[config.mk]
export PLATFORM = sky130hd
export DESIGN_NAME = urx_receiver
export DESIGN_NICKNAME = d
export VERILOG_FILES = /design/src/pkg/urx_pkg.sv /design/src/urx_receiver.sv /design/src/urx_fifo.sv
export SDC_FILE = /design/constraint.sdc
export NUM_CORES = 1
export LEC_CHECK = 0
export BUFFER_PORTS_ARGS = -buffer_cell sky130_fd_sc_hd__buf_2
export CORE_ASPECT_RATIO = 0.9
export CORE_MARGIN = 1
export CORE_UTILIZATION = 35
export CTS_BUF_LIST = sky130_fd_sc_hd__clkbuf_16
export CTS_CLUSTER_SIZE = 28
export DETAILED_ROUTE_END_ITERATION = 10
export GPL_TIMING_DRIVEN = 0
export MAX_ROUTING_LAYER = met4
export PLACE_DENSITY = 0.49
export SYNTH_ARGS = -nofsm -noshare
export SYNTH_HDL_FRONTEND = slang
export SYNTH_SLANG_ARGS = --single-unit
export TNS_END_PERCENT = 20
[constraint.sdc]
create_clock -name clock -period 2.2 [get_ports clock]
set_clock_uncertainty 0.05 [all_clocks]
set_input_delay 0.55 -clock clock [delete_from_list [all_inputs] [get_ports clock]]
set_output_delay 0.55 -clock clock [all_outputs]
set_load 0.05 [all_outputs]
[src/pkg/urx_pkg.sv]
// Constants and types for the asynchronous receive front end
// Operation
// - Turning the receiver off empties the receive buffer and drops every unread entry.
// - The serial input is sampled at 16x the bit rate, or 8x when double speed is selected.
// - Start detection begins on a high-to-low change, the first low sample being sample one.
// - The start bit is checked on samples 8, 9, 10 (normal) or 4, 5, 6 (double speed).
// - If two or more of those samples are high the pulse is noise and edge watching resumes.
// - Bit timing is restarted on every accepted start bit.
// - Recovery steps 16 states per bit (normal) or 8 (double speed), numbering each sample.
// - Each data and parity bit is the majority of its three centre samples.
// - Recovery runs up to the first stop bit only; later stop bits are ignored.
// - The stop bit is voted the same way and a zero vote marks a frame error.
// - Normal mode takes a new start edge right after the last stop vote; double speed later.
// - Frames carry five to ten bits of character plus parity.
// - Double speed changes the oversampling divisor from sixteen to eight.
// - The receive buffer is a two-entry queue that advances on each data read.
package urx_pkg;
    localparam logic [4:0] URX_OVS_NORMAL = 5'h10;
    localparam logic [4:0] URX_OVS_DOUBLE = 5'h08;
    localparam logic [4:0] URX_VOTE_FIRST_NORMAL = 5'h08;
    localparam logic [4:0] URX_VOTE_FIRST_DOUBLE = 5'h04;
    localparam logic [4:0] URX_VOTE_SPAN = 5'h02;
    localparam logic [4:0] URX_SAMPLE_FIRST = 5'h01;
    localparam logic [4:0] URX_DS_EXTRA = 5'h01;
    localparam int URX_FRAME_BITS_MAX = 10;
    localparam int URX_DIV_W = 12;
    localparam int URX_BUF_DEPTH = 2;
    localparam int URX_WORD_W = URX_FRAME_BITS_MAX + 1;
    localparam int URX_FE_POS = URX_FRAME_BITS_MAX;
    localparam logic [URX_DIV_W-1:0] URX_DIV_ZERO = 12'h000;

    typedef enum logic [1:0] {
        URX_IDLE = 2'b00,
        URX_START = 2'b01,
        URX_DATA = 2'b11,
        URX_HOLD = 2'b10
    } urx_state_e;
endpackage : urx_pkg

[src/urx_receiver.sv]
// Asynchronous receive front end: clock recovery, data recovery, receive buffer
`timescale 1ns/1ps
module urx_receiver
    import urx_pkg::*;
(
    // Clock and reset
    input wire logic clock,
    input wire logic reset_n,
    // Serial line
    input wire logic serial_in,
    // Configuration
    input wire logic receiver_enable,
    input wire logic double_speed_select,
    input wire logic [URX_DIV_W-1:0] baud_divisor_value,
    input wire logic [3:0] frame_bits,
    // Receive data location
    input wire logic serial_data_read,
    output logic [URX_FRAME_BITS_MAX-1:0] serial_data_location,
    output logic frame_error_flag,
    output logic receive_complete_flag
);
    // Reset release
    logic rst_meta_reg;
    logic rst_sync_reg;
    wire rst_n = rst_sync_reg;

    always_ff @(posedge clock or negedge reset_n) begin
        if (!reset_n) begin
            rst_meta_reg <= 1'b0;
            rst_sync_reg <= 1'b0;
        end else begin
            rst_meta_reg <= 1'b1;
            rst_sync_reg <= rst_meta_reg;
        end
    end

    // Serial input synchroniser; only the second stage is looked at
    logic rx_meta_reg;
    logic rx_sync_reg;

    always_ff @(posedge clock or negedge rst_n) begin
        if (!rst_n) begin
            rx_meta_reg <= 1'b1;
            rx_sync_reg <= 1'b1;
        end else begin
            rx_meta_reg <= serial_in;
            rx_sync_reg <= rx_meta_reg;
        end
    end

    // Oversampling tick: one pulse every divisor plus one clocks
    logic [URX_DIV_W-1:0] div_cnt_reg;
    wire tick = (div_cnt_reg == URX_DIV_ZERO);
    wire [URX_DIV_W-1:0] div_cnt_next = tick ? baud_divisor_value : div_cnt_reg - 1'b1;

    always_ff @(posedge clock or negedge rst_n) begin
        if (!rst_n) begin
            div_cnt_reg <= URX_DIV_ZERO;
        end else begin
            div_cnt_reg <= div_cnt_next;
        end
    end

    // Mode dependent sample points
    wire [4:0] s_len = double_speed_select ? URX_OVS_DOUBLE : URX_OVS_NORMAL;
    wire [4:0] vote_first = double_speed_select ? URX_VOTE_FIRST_DOUBLE
                                                : URX_VOTE_FIRST_NORMAL;
    wire [4:0] vote_last = vote_first + URX_VOTE_SPAN;
    wire [4:0] rearm_at = vote_last + URX_DS_EXTRA;

    // Recovery state
    urx_state_e state_reg;
    urx_state_e state_next;
    logic [4:0] samp_cnt_reg;
    logic [4:0] samp_cnt_next;
    logic [3:0] bit_idx_reg;
    logic [2:0] vote_reg;
    logic prev_sample_reg;
    logic [URX_FRAME_BITS_MAX-1:0] shift_reg;
    logic frame_err_reg;
    logic pend_reg;

    wire in_vote = (samp_cnt_reg >= vote_first) && (samp_cnt_reg <= vote_last);
    wire [2:0] vote_next = in_vote ? {vote_reg[1:0], rx_sync_reg} : vote_reg;
    wire vote_high = (vote_next[0] & vote_next[1]) | (vote_next[0] & vote_next[2])
                   | (vote_next[1] & vote_next[2]);
    wire at_decide = tick && (samp_cnt_reg == vote_last);
    wire bit_end = tick && (samp_cnt_reg == s_len);
    wire at_stop = (bit_idx_reg == frame_bits);
    wire start_edge = tick && prev_sample_reg && !rx_sync_reg;
    wire noise = at_decide && vote_high;
    wire stop_vote = at_decide && (state_reg == URX_DATA) && at_stop;
    // The edge tick is itself sample one, so the count carries on from two
    wire [4:0] samp_second = URX_SAMPLE_FIRST + 1'b1;

    // Buffer interface; a full buffer holds the finished frame and stalls recovery
    logic fifo_in_ready;
    logic fifo_out_valid;
    logic [URX_WORD_W-1:0] fifo_out_data;
    wire [URX_WORD_W-1:0] fifo_in_data = {frame_err_reg, shift_reg};
    wire flush = !receiver_enable;
    // A waiting frame holds off a new start only if it cannot enter the buffer now
    wire rx_blocked = pend_reg && !fifo_in_ready;

    always_comb begin
        state_next = state_reg;
        samp_cnt_next = samp_cnt_reg;
        unique case (state_reg)
            URX_IDLE: begin
                if (start_edge && !rx_blocked) begin
                    state_next = URX_START;
                    samp_cnt_next = samp_second;
                end
            end
            URX_START: begin
                if (noise) begin
                    state_next = URX_IDLE;
                end else if (bit_end) begin
                    state_next = URX_DATA;
                    samp_cnt_next = URX_SAMPLE_FIRST;
                end else if (tick) begin
                    samp_cnt_next = samp_cnt_reg + 1'b1;
                end
            end
            URX_DATA: begin
                if (stop_vote && !double_speed_select) begin
                    state_next = URX_IDLE;
                end else if (stop_vote) begin
                    state_next = URX_HOLD;
                    samp_cnt_next = samp_cnt_reg + 1'b1;
                end else if (bit_end) begin
                    samp_cnt_next = URX_SAMPLE_FIRST;
                end else if (tick) begin
                    samp_cnt_next = samp_cnt_reg + 1'b1;
                end
            end
            URX_HOLD: begin
                // Double speed waits one more sample before taking a new edge
                if (tick && samp_cnt_reg == rearm_at) begin
                    state_next = URX_IDLE;
                end else if (tick) begin
                    samp_cnt_next = samp_cnt_reg + 1'b1;
                end
            end
        endcase
    end

    always_ff @(posedge clock or negedge rst_n) begin
        if (!rst_n) begin
            state_reg <= URX_IDLE;
            samp_cnt_reg <= 5'h00;
        end else if (!receiver_enable) begin
            state_reg <= URX_IDLE;
            samp_cnt_reg <= 5'h00;
        end else begin
            state_reg <= state_next;
            samp_cnt_reg <= samp_cnt_next;
        end
    end

    always_ff @(posedge clock or negedge rst_n) begin
        if (!rst_n) begin
            prev_sample_reg <= 1'b1;
            vote_reg <= 3'h0;
        end else if (tick) begin
            prev_sample_reg <= rx_sync_reg;
            vote_reg <= vote_next;
        end
    end

    // Bit assembly, least significant bit first
    always_ff @(posedge clock or negedge rst_n) begin
        if (!rst_n) begin
            bit_idx_reg <= 4'h0;
            shift_reg <= '0;
            frame_err_reg <= 1'b0;
        end else if (state_reg == URX_START) begin
            bit_idx_reg <= 4'h0;
            if (!pend_reg) shift_reg <= '0;
        end else if (state_reg == URX_DATA && at_decide && !at_stop) begin
            shift_reg[bit_idx_reg] <= vote_high;
            bit_idx_reg <= bit_idx_reg + 1'b1;
        end else if (stop_vote) begin
            frame_err_reg <= !vote_high;
        end
    end

    // Frame waiting to enter the buffer
    always_ff @(posedge clock or negedge rst_n) begin
        if (!rst_n) begin
            pend_reg <= 1'b0;
        end else if (!receiver_enable) begin
            pend_reg <= 1'b0;
        end else if (stop_vote) begin
            pend_reg <= 1'b1;
        end else if (fifo_in_ready) begin
            pend_reg <= 1'b0;
        end
    end

    urx_fifo #(
        .WIDTH(URX_WORD_W),
        .DEPTH(URX_BUF_DEPTH)
    ) u_buf (
        .clock(clock),
        .rst_n(rst_n),
        .flush(flush),
        .in_valid(pend_reg),
        .in_data(fifo_in_data),
        .in_ready(fifo_in_ready),
        .out_valid(fifo_out_valid),
        .out_data(fifo_out_data),
        .out_ready(serial_data_read)
    );

    // Registered view of the head of the buffer
    always_ff @(posedge clock or negedge rst_n) begin
        if (!rst_n) begin
            serial_data_location <= '0;
            frame_error_flag <= 1'b0;
            receive_complete_flag <= 1'b0;
        end else begin
            serial_data_location <= fifo_out_valid ? fifo_out_data[URX_FRAME_BITS_MAX-1:0] : '0;
            frame_error_flag <= fifo_out_valid && fifo_out_data[URX_FE_POS];
            receive_complete_flag <= fifo_out_valid;
        end
    end
endmodule : urx_receiver

[src/urx_fifo.sv]
// Small first-in first-out queue with valid and ready on both sides
`timescale 1ns/1ps
module urx_fifo #(
    parameter int WIDTH = 11,
    parameter int DEPTH = 2
) (
    // Clock and reset
    input wire logic clock,
    input wire logic rst_n,
    input wire logic flush,
    // Fill side
    input wire logic in_valid,
    input wire logic [WIDTH-1:0] in_data,
    output logic in_ready,
    // Drain side
    output logic out_valid,
    output logic [WIDTH-1:0] out_data,
    input wire logic out_ready
);
    localparam int PW = (DEPTH > 1) ? $clog2(DEPTH) : 1;
    localparam int CW = $clog2(DEPTH + 1);
    localparam logic [PW-1:0] PTR_LAST = PW'(DEPTH - 1);
    localparam logic [CW-1:0] CNT_FULL = CW'(DEPTH);

    logic [WIDTH-1:0] mem [DEPTH];
    logic [PW-1:0] wr_ptr_reg;
    logic [PW-1:0] rd_ptr_reg;
    logic [CW-1:0] count_reg;

    wire push = in_valid && in_ready;
    wire pop = out_valid && out_ready;
    wire [PW-1:0] wr_ptr_next = (wr_ptr_reg == PTR_LAST) ? '0 : wr_ptr_reg + 1'b1;
    wire [PW-1:0] rd_ptr_next = (rd_ptr_reg == PTR_LAST) ? '0 : rd_ptr_reg + 1'b1;

    assign in_ready = (count_reg != CNT_FULL) && !flush;
    assign out_valid = (count_reg != '0) && !flush;
    assign out_data = mem[rd_ptr_reg];

    always_ff @(posedge clock) begin
        if (push) begin
            mem[wr_ptr_reg] <= in_data;
        end
    end

    always_ff @(posedge clock or negedge rst_n) begin
        if (!rst_n) begin
            wr_ptr_reg <= '0;
            rd_ptr_reg <= '0;
            count_reg <= '0;
        end else if (flush) begin
            // Everything unread is dropped at once
            wr_ptr_reg <= '0;
            rd_ptr_reg <= '0;
            count_reg <= '0;
        end else begin
            if (push) wr_ptr_reg <= wr_ptr_next;
            if (pop) rd_ptr_reg <= rd_ptr_next;
            count_reg <= count_reg + CW'(push) - CW'(pop);
        end
    end
endmodule : urx_fifo

# --- Yosys cells after proc, flatten, opt, wreduce, memory -nomap -nowiden ---
# Memories as Yosys holds them, arrays and structs flattened.
# Index checks and enable logic that the tools add are counted.
# W data, S select, Z words.
totals:
  reg_bits: 59
  latchBits: 0
  ramBits: 22
  rom_bits: 0
  in_bits: 22
  output_inout_bits: 12
  wordCells: 134
  n_memories: 1
mem_list:
  columns: ["memory", "depth", "word_bits", "rd", "rd_clocked_by_memory_dff", "write_ports", "line_no", "text"]
  rows:
  - ["u_buf.mem", 2, 11, 1, 0, 1, "urx_fifo.sv:25", "logic [WIDTH-1:0] mem [DEPTH];"]
op_classes:
  add_sub_neg: 9
  n_mul: 0
  div: 0
  order_cmp: 4
  eq_ne: 19
  shift: 0
  mux: 42
  n_bitwise: 7
  reduce_logical: 33
ops:
  columns: ["operator", "count"]
  rows:
  - ["$mux W5", 9]
  - ["$mux W10", 4]
  - ["$pmux W5 S4", 1]
  - ["$logic_and A1 B1 Y1", 19]
  - ["$mux W2", 8]
  - ["$eq A5 B5 Y1", 3]
  - ["$ne A3 B3 Y1 const B", 5]
  - ["$logic_not A12 Y1", 1]
  - ["$mux W1", 12]
  - ["$mux W12", 1]
  - ["$mux W4", 3]
  - ["$sub A12 B1 Y12 const B", 1]
  - ["$add A5 B1 Y5 const B", 2]
  - ["$bwmux W10", 1]
  - ["$pmux W2 S4", 1]
  - ["$reduce_and A4 Y1", 2]
  - ["$logic_not A1 Y1", 6]
  - ["$add A4 B2 Y5 const B", 1]
  - ["$ge A5 B4 Y1", 1]
  - ["$le A5 B5 Y1", 1]
  - ["$lt A4 B5 Y1 const B", 1]
  - ["$add A4 B1 Y4 const B", 1]
  - ["$demux W1 S4", 1]
  - ["$eq A2 B2 Y1 const B", 2]
  - ["other kinds (19)", 27]

# --- Longest topological paths before layout ---
# Gate-level depths: netlist of run 1.
depth:
  depth_word: 12
  mapped_depth: 11
  depth_no_buf: 10

# --- Modules after synthesis ---
# Synthesis of run 1 repeated with hierarchy kept, for this count alone.
unflattened:
  cells_unflattened: 379
  area_unflattened_um2: 3985.1
modules_own_cells:
  columns: ["module", "n_inst", "cells_per_inst", "area_per_inst_um2", "seq_area_each_um2"]
  rows:
  - ["urx_receiver", 1, 319, 2949.1, 1380.1]
  - ["urx_fifo", 1, 60, 1036.0, 760.7]

# --- Worst setup path after synthesis of run 1 ---
# OpenSTA, ideal clock, no wires.
synth_timing:
  kind: "input -> register"
  startpoint: "input double_speed_select"
  endpoint: "register shift_reg[0]"
  setup_ns: 0.083
  t_arrival_ns: 2.657
  required_ns: 2.067
  setup_slack_ns: -0.590
  path_stages: 9
  path_buffers: 0
  path_cell_list: "inv_1 ha_1 and3_1 a2111oi_0 nand3_1 a31o_2 nor3_1 nand2_1 o21ai_0"
synth_between:
  elab_chain_len: 11
  elab_cells_between_ends: 20
  cone_classes: "add/sub (1); order compare (2); eq/ne (1); mux (5); bitwise (5); reduce/logical (6)"
synth_lines:
  columns: ["element", "line_no", "text"]
  rows:
  - ["from (decl)", "urx_receiver.sv:13", "input wire logic double_speed_select,"]
  - ["$mux W4 *", "urx_receiver.sv:66", "wire [4:0] vote_first = double_speed_select ? URX_VOTE_FIRST_DOUBLE"]
  - ["$add A4 B2 Y5", "urx_receiver.sv:68", "wire [4:0] vote_last = vote_first + URX_VOTE_SPAN;"]
  - ["$le A5 B5 Y1", "urx_receiver.sv:83", "wire in_vote = (samp_cnt_reg >= vote_first) && (samp_cnt_reg <= vote_last);"]
  - ["$logic_and A1 B1 Y1", "urx_receiver.sv:83", null]
  - ["$mux W3", "urx_receiver.sv:84", "wire [2:0] vote_next = in_vote ? {vote_reg[1:0], rx_sync_reg} : vote_reg;"]
  - ["$and A1 B1 Y1", "urx_receiver.sv:85", "wire vote_high = (vote_next[0] & vote_next[1]) | (vote_next[0] & vote_next[2])"]
  - ["$or A1 B1 Y1", "urx_receiver.sv:85", null]
  - ["$or A1 B1 Y1", "urx_receiver.sv:86", "| (vote_next[1] & vote_next[2]);"]
  - ["$bwmux W10", "urx_receiver.sv:181", "shift_reg[bit_idx_reg] <= vote_high;"]
  - ["$mux W10", "urx_receiver.sv:180", "end else if (state_reg == URX_DATA && at_decide && !at_stop) begin"]
  - ["$mux W10", "urx_receiver.sv:177", "end else if (state_reg == URX_START) begin"]
  - ["to (signal, indexed assignment)", "urx_receiver.sv:181", null]
  - ["to (decl)", "urx_receiver.sv:79", "logic [URX_FRAME_BITS_MAX-1:0] shift_reg;"]
# Mark *: on every way between the ends. The rest lies on a longest branch, timed or not. The select of a mux whose other input is x is not followed.
# A chain may end at the register's enable or synchronous reset.

# --- Final worst setup path of run 1 ---
layout_timing:
  startpoint: "register div_cnt_reg[1]"
  endpoint: "register samp_cnt_reg[2]"
layout_between:
  elab_chain_len: 8
  elab_cells_between_ends: 24
  cone_classes: "eq/ne (4); mux (8); reduce/logical (12)"
layout_lines:
  columns: ["element", "line_no", "text"]
  rows:
  - ["from (decl)", "urx_receiver.sv:52", "logic [URX_DIV_W-1:0] div_cnt_reg;"]
  - ["from (signal assigned)", "urx_receiver.sv:60", "div_cnt_reg <= div_cnt_next;"]
  - ["$logic_not A12 Y1 *", "urx_receiver.sv:53", "wire tick = (div_cnt_reg == URX_DIV_ZERO);"]
  - ["$logic_and A1 B1 Y1", "urx_receiver.sv:87", "wire at_decide = tick && (samp_cnt_reg == vote_last);"]
  - ["$logic_and A1 B1 Y1 (2 in series)", "urx_receiver.sv:92", "wire stop_vote = at_decide && (state_reg == URX_DATA) && at_stop;"]
  - ["$mux W5", "urx_receiver.sv:128", "end else if (stop_vote) begin"]
  - ["$mux W5", "urx_receiver.sv:126", "if (stop_vote && !double_speed_select) begin"]
  - ["$pmux W5 S4", "urx_receiver.sv:108", "unique case (state_reg)"]
  - ["$mux W5", "urx_receiver.sv:152", "end else if (!receiver_enable) begin"]
  - ["to (signal assigned)", "urx_receiver.sv:157", "samp_cnt_reg <= samp_cnt_next;"]
  - ["to (decl)", "urx_receiver.sv:74", "logic [4:0] samp_cnt_reg;"]
# Marked as above.

==> results of run 1 <==
-- layer usage --
metal | share of wire | track usage
met3 | 0.043 | 0.0371
met4 | 0.016 | 0.0615
met1 | 0.51 | 0.209
met2 | 0.43 | 0.231
met5 | 0 | -
-- cells in the mapped netlist (all sizes together) (2+ instances only) --
cell type and count:
a211oi 4, a21oi 23, a221o 2, a31o 2, a31oi 3, and2 3
buf 5, clkbuf 9, dfrtp 56, dfstp 3, edfxtp 22, ha 12
inv 22, mux2 3, mux2i 12, nand2 32, nand2b 3, nand3 11
nand3b 4, nand4 4, nor2 42, nor2b 4, nor3 8, nor4 2
o211ai 3, o21a 2, o21ai 31, o31ai 2, or4b 2, xnor2 8
xor2 9
-- path summary, 6_finish.rpt --
check | from | endpoint | slack (ns) | cells after the start
max | div_cnt_reg[1] | samp_cnt_reg[2] | -0.47 | 9
min in group clock | serial_in | rx_meta_reg | 0.26 | 1
max in group asynchronous | rst_n | prev_sample_reg | 1.31 | 1
min | rst_n | state_reg[1] | 0.17 | 0
max reg2reg | div_cnt_reg[1] | samp_cnt_reg[2] | -0.47 | 9
min reg2reg | rst_n | state_reg[1] | 0.17 | 0
-- power groups by stage --
| stage | Combinational (mW) | Sequential [mW] | Clock, mW |
|---|---|---|---|
| final | 0.274 | 1.70 | 1.43 |
| after global routing | 0.315 | 1.71 | 1.53 |
| after CTS | 0.276 | 1.70 | 1.47 |
| after detailed placement | 0.241 | 1.73 | 0 |
| after global placement | 0.219 | 1.74 | 0 |
| after floorplan | 0.173 | 1.72 | 0 |
-- per-stage QoR --
| stage | cell area [µm²] | std cells | setup slack (ns) |
|---|---|---|---|
| detailed placement | 4200 | 522 | -1.03 |
| CTS | 4690 | 546 | -0.529 |
| global route | 4740 | 548 | -0.559 |
| floorplan | 3860 | 360 | -0.477 |
| finish | 4740 | 548 | -0.471 |
| global placement | 4180 | 521 | -1.03 |
-- cells by family (layout without fill, tap and decap cells) --
family | count (synthesis) | count (layout) | share of synthesized area
adder cells (fa/ha/maj) | 12 | 12 | 0.0392
other | 1 | 1 | 0.000978
buffers and inverters | 36 | 95 | 0.0402
multiplexers | 15 | 15 | 0.0402
AND/OR/NAND/NOR | 121 | 121 | 0.153
AO/OA/AOI/OAI | 77 | 77 | 0.129
XOR/XNOR | 17 | 17 | 0.0389
flip-flops | 81 | 81 | 0.559
-- cell type report --
cell class                      count  area share
Buffer                             11      0.0116
Clock buffer                       10      0.0528
Multi-Input combinational cell    243       0.362
Timing Repair Buffer               46      0.0631
Tap cell                          129      0.0340
Sequential cell                    81       0.452
Inverter                           22      0.0174
Clock inverter                      6     0.00739
-- repair_timing --
item                                   in CTS  in global routing
gates resized for setup                    35                 12
buffers inserted                           10                  2
pin swaps                                   9                 11
setup endpoints to repair                  36                 34
endpoints found under the hold margin       2                  0
hold buffers                                1                  0
-- critical path, delay by kind of cell (launching register included) --
kind                     cells  cell delay (ns)
AND/OR/NAND/NOR              3             1.27
AO/OA/AOI/OAI                4             0.64
flip-flops                   1             0.37
adder cells (fa/ha/maj)      1             0.17
buffers and inverters        1             0.06
==> impl_results.md, run 1 <==
- Util after Layout: 0.455
- F_max: 374 MHz
- Most Frequent Cell on Critical Path: or4b_4
- Syn Nets: 394
- Largest net degree at the start of global routing: 41
- Critical path arrival: 2.85 ns
- Worst Path Required: 2.38 ns
- Post-synth top area cell: dfrtp_1
- Core footprint: 10,400 µm²
- GP Congestion: between 0.7 and 0.8
- FFs w/ async S/R, synth: 0.728
- Detailed placer's ending HPWL: 5370 µm
- Detailed Route Iter0 Violations: 194
- Minimum clock period: 2.67 ns
- Syn Inst Count: 360
- Final ANT Viol Nets: 0
- GR Overflow Total: 0
- Clk Latency, worst-skew pair: 0.34 ns
- Post-synth EDFFs: 22
- Global-route wire length before repair: 13,200 µm
- Max Root-Sink Buffers: 2
- Die Ht: 101 µm
- Antenna violations before repair: 0
- Full die area: 11,400 µm²
- Max cap viols: 0
- Status: complete, but fails checks
- CTS tree: yes
- Sw Ratio: 0.240
- Syn Std Cell Area: 3830 µm²
- Io pins: 34
- Clock share of power: 0.419
- Seq/Total Area, Yosys: 0.559
- Internal cell power: roughly 2.6 mW
- Clock sinks: just over 80
- Area of the multi-input gates: 1720 µm²
- Synthesis Warnings: 0
- TritonRoute pass-1 iters: 7
- Slew headroom: 0.404
- Distinct cells, synth: 50
- H-tree Lvls: 3
- Fin. max-slew vios: 0
- Clk root buf: clkbuf_16
- CP Launch Type: flip-flop
- Min-delay worst type: reg -> async
- Max reg flops: 22
- Antenna cells: 0
- Initial Util: 0.368
- DR vias/cell: 4.99
- Actual slew at the worst max-slew pin: 0.891 ns
- Share of layout cells above drive strength 1: 0.246
- Yosys top cell area share: 0.366
- Power Total: 3.40 mW
- Commonest non-fill, non-tap cells in the layout: dfrtp_1 (55), nor2_1 (41), buf_2 (32)
- Layout area overhead: 23.7%
- TritonCTS Buffers: 9
- CP Cell Sequence: inv_1 -> ha_2 -> or4b_4 -> or4b_4 -> o21ai_4 -> o211ai_4 -> a31oi_4 -> nand2b_4 -> o21ai_2
- Reg area: 2140 µm²
- Peak supply drop: 0.000323 V
- Final worst slack: -0.471 ns
- Pwr/cell area: 717 nW/µm²
- Synth Area per Inst: 10.6 µm²
- Worst-path fanout max: 6
- Wire per inst: 14.2 µm
- Hold WS: 0.170 ns
- Clock slew at reported path FFs: 0.06 ns
- Worst setup EP type: flip-flop
- Crit-path slowest cell: or4b_4
- Unrepaired setup endpoints after global routing: yes
- Worst path max stage delay: 0.57 ns
- Vias in the first global route: 2,654
- Violations in the final reports: DRC, setup timing
- Synth Flop Type: dfrtp_1
- Reported net switching power: 0.816 mW
- Post-synthesis register bit count: just over 80
- Top cells by area, synth: dfrtp_1 (37%), edfxtp_1 (17%), nor2_1 (4.1%)
- Register share of total power: 0.500
- Combinational Power Share: 0.081
- Final setup fails: 32
- Via count: 2,736
- DRC violation count after routing: 5
- P_leak: 1.98 nW
- Commonest non-fill, non-tap cell in the layout: dfrtp_1
- Final setup TNS: -6.59 ns
- Final period util: 1.21
- Fillcell total: 1,005
- Gr usage total: 0.157
- IO Port Bufs: 32
- Nets: 448
- WS Path Type: reg -> reg
- Final Hold Fails: 0
- Routed Wire Length: roughly 7800 µm
- Row cnt: 35
- Die W: between 100 and 150 µm
No activity file was read; power rests on OpenSTA's default activity.
==> run 2, diff against run 1 <==
--- a/config.mk
+++ b/config.mk
@@ -15,6 +15,7 @@
 export GPL_TIMING_DRIVEN = 0
 export MAX_ROUTING_LAYER = met4
 export PLACE_DENSITY = 0.49
+export SKIP_LAST_GASP = 1
 export SYNTH_ARGS = -nofsm -noshare
 export SYNTH_HDL_FRONTEND = slang
 export SYNTH_SLANG_ARGS = --single-unit
==> impl_results.md, run 2 (synthesis gave the netlist of run 1 again) <==
- Status: complete, but fails checks
- Violations in the final reports: DRC, setup timing
- Fillcell total: 1,010 (+0.50%)
- Gr usage total: 0.156 (-0.000952)
- Final ANT Viol Nets: 0 (unchanged)
- Crit-path slowest cell: or4b_4
- Combinational Power Share: 0.080 (about the same)
- Die W: 112 µm (unchanged)
- Peak supply drop: 0.000328 V (+1.5%)
- Detailed Route Iter0 Violations: 173 (-11%)
- Max reg flops: 22 (unchanged)
- Clock slew at reported path FFs: 0.06 ns (about the same)
- Worst setup EP type: flip-flop
- Final Hold Fails: 0 (unchanged)
- CP bufs+invs: 1 (unchanged)
- Commonest non-fill, non-tap cells in the layout: dfrtp_1 (55), nor2_1 (41), buf_2 (33)
- Die Ht: 101 µm (unchanged)
- Pwr/cell area: 723 nW/µm² (+0.83%)
- Reg area: 2140 µm² (unchanged)
- CP Cell Sequence: inv_1 -> ha_2 -> or4b_4 -> or4b_4 -> o21ai_4 -> o211ai_4 -> a31oi_4 -> nand2b_4 -> o21ai_2
- Worst Path Required: 2.38 ns (about the same)
- Most Frequent Cell on Critical Path: or4b_4
- Final Non-Filler Cells: 548 (unchanged)
- Minimum clock period: 2.67 ns (+0.00216 ns)
- Slew headroom: 0.396 (-0.00842)
- Min-delay worst type: reg -> async
- Antenna violations before repair: 0 (unchanged)
- Worst path max stage delay: 0.57 ns (about the same)
- Reported net switching power: 0.818 mW (+0.26%)
- Internal cell power: 2.58 mW (about the same)
- Inst Count DP: 522 (unchanged)
- TritonRoute pass-1 iters: 7 (unchanged)
- Full die area: 11,400 µm² (unchanged)
- GR Overflow Total: 0 (unchanged)
- Max cap viols: 0 (unchanged)
- Clock sinks: 81 (unchanged)
- Sw Ratio: 0.241 (+0.000612)
- DR vias/cell: 4.93 (-1.2%)
- Clk Latency, worst-skew pair: 0.34 ns (about the same)
- Final period util: 1.22 (about the same)
- Final setup TNS: -7.20 ns (-0.614 ns)
- Share of layout cells above drive strength 1: 0.236 (-0.00955)
- TritonCTS Buffers: 9 (unchanged)
- H-tree Lvls: 3 (unchanged)
- CTS tree: yes
- DRC violation count after routing: 5 (unchanged)
- Wire per inst: 14.0 µm (-1.1%)
- Util after Layout: 0.451 (-0.00372)
- Routed Wire Length: 7680 µm (-1.1%)
- Core footprint: 10,400 µm² (unchanged)
- Final worst slack: -0.473 ns (-0.00216 ns)
- IO Port Bufs: 32 (unchanged)
- Row cnt: 35 (unchanged)
- Actual slew at the worst max-slew pin: 0.903 ns (+0.0126 ns)
- Fin. max-slew vios: 0 (unchanged)
- CP top delay family: simple AND/OR/NAND/NOR gates
- Nets: 448 (unchanged)
- F_max: 374 MHz (about the same)
- Antenna cells: 0 (unchanged)
- P_leak: 1.98 nW (-0.22%)
- Max Root-Sink Buffers: 2 (unchanged)
- Worst-path fanout max: 6 (unchanged)
- Commonest non-fill, non-tap cell in the layout: dfrtp_1
- Io pins: 34 (unchanged)
- Power Total: 3.40 mW (about the same)
- Initial Util: 0.368 (unchanged)
- Layout area overhead: 22.7%
- Vias in the first global route: 2,641 (-0.49%)
- Global-route wire length before repair: 13,200 µm (-0.57%)
- Detailed placer's ending HPWL: 5370 µm (unchanged)
- CP Launch Type: flip-flop
- Clock share of power: 0.420 (about the same)
- Via count: 2,704 (-1.2%)
- Final setup fails: 33 (+3.1%)
- WS Path Type: reg -> reg
- Clk root buf: clkbuf_16
- GP Congestion: 0.774 (unchanged)
- Largest net degree at the start of global routing: 41 (unchanged)
- Setup slack after placement: -1.03 ns (unchanged)
- Critical path arrival: 2.85 ns (about the same)
- Unrepaired setup endpoints after global routing: yes
- Area of the multi-input gates: 1690 µm² (-1.8%)
- Register share of total power: 0.500 (about the same)
run 2: cell counts in the layout (fill, tap and decap cells not counted):
Identical to the previous run, type by type.
run 2: stage by stage:
step           hold slack, ns  instance area, µm²
6_report                0.169                4700
3_3_place_gp            0.286                4180
5_1_grt                 0.215                4700
2_1_floorplan           0.204                3860
3_5_place_dp            0.191                4200
4_1_cts                 0.191                4650
run 2: path summary, 6_finish.rpt:
check,from,endpoint,slack [ns],cells after the start
max reg2reg,div_cnt_reg[1],samp_cnt_reg[2],-0.47,9
min,rst_n,samp_cnt_reg[3],0.17,0
max,div_cnt_reg[1],samp_cnt_reg[2],-0.47,9
min reg2reg,rst_n,samp_cnt_reg[3],0.17,0
max in group asynchronous,rst_n,prev_sample_reg,1.31,1
min in group clock,serial_in,rx_meta_reg,0.26,1
run 2: power groups by stage:
stage / Combinational (mW) / Sequential (mW) / Clock [mW]
floorplan: 0.173 / 1.72 / 0
detailed placement: 0.241 / 1.73 / 0
finish: 0.272 / 1.70 / 1.43
global route: 0.313 / 1.71 / 1.53
global placement: 0.219 / 1.74 / 0
CTS: 0.273 / 1.70 / 1.47
run 2: area by class of cell:
class                   count  area share
flip-flops and latches     81       0.455
repair buffers             46      0.0628
well taps                 129      0.0343
clock buffers              10      0.0532
plain buffers              11      0.0109
clock inverters             6     0.00745
multi-input cells         243       0.358
inverters                  22      0.0176
run 2: per-layer routing:
layer,part of all wire,global-route usage,vias up
met2,0.43,0.227,40
met1,0.52,0.209,1292
met4,0.017,0.0615,0
met3,0.037,0.0371,13
li1,-,-,1359
met5,0,-,-
run 2: worst register-to-register path: stages, from the launching register on:
cell and delay (ns):
dfrtp_1 0.37, inv_1 0.06, ha_2 0.17, or4b_4 0.50, or4b_4 0.57, o21ai_4 0.20
o211ai_4 0.10, a31oi_4 0.28, nand2b_4 0.21, o21ai_2 0.06
run 2: timing repair:
item                                    4_1_cts  5_1_grt
endpoints found under the setup margin       36       38
hold endpoints to repair                      2        0
pin swaps                                     7        5
setup buffers                                10        2
resized for setup                            21        9
hold buffers                                  1        0
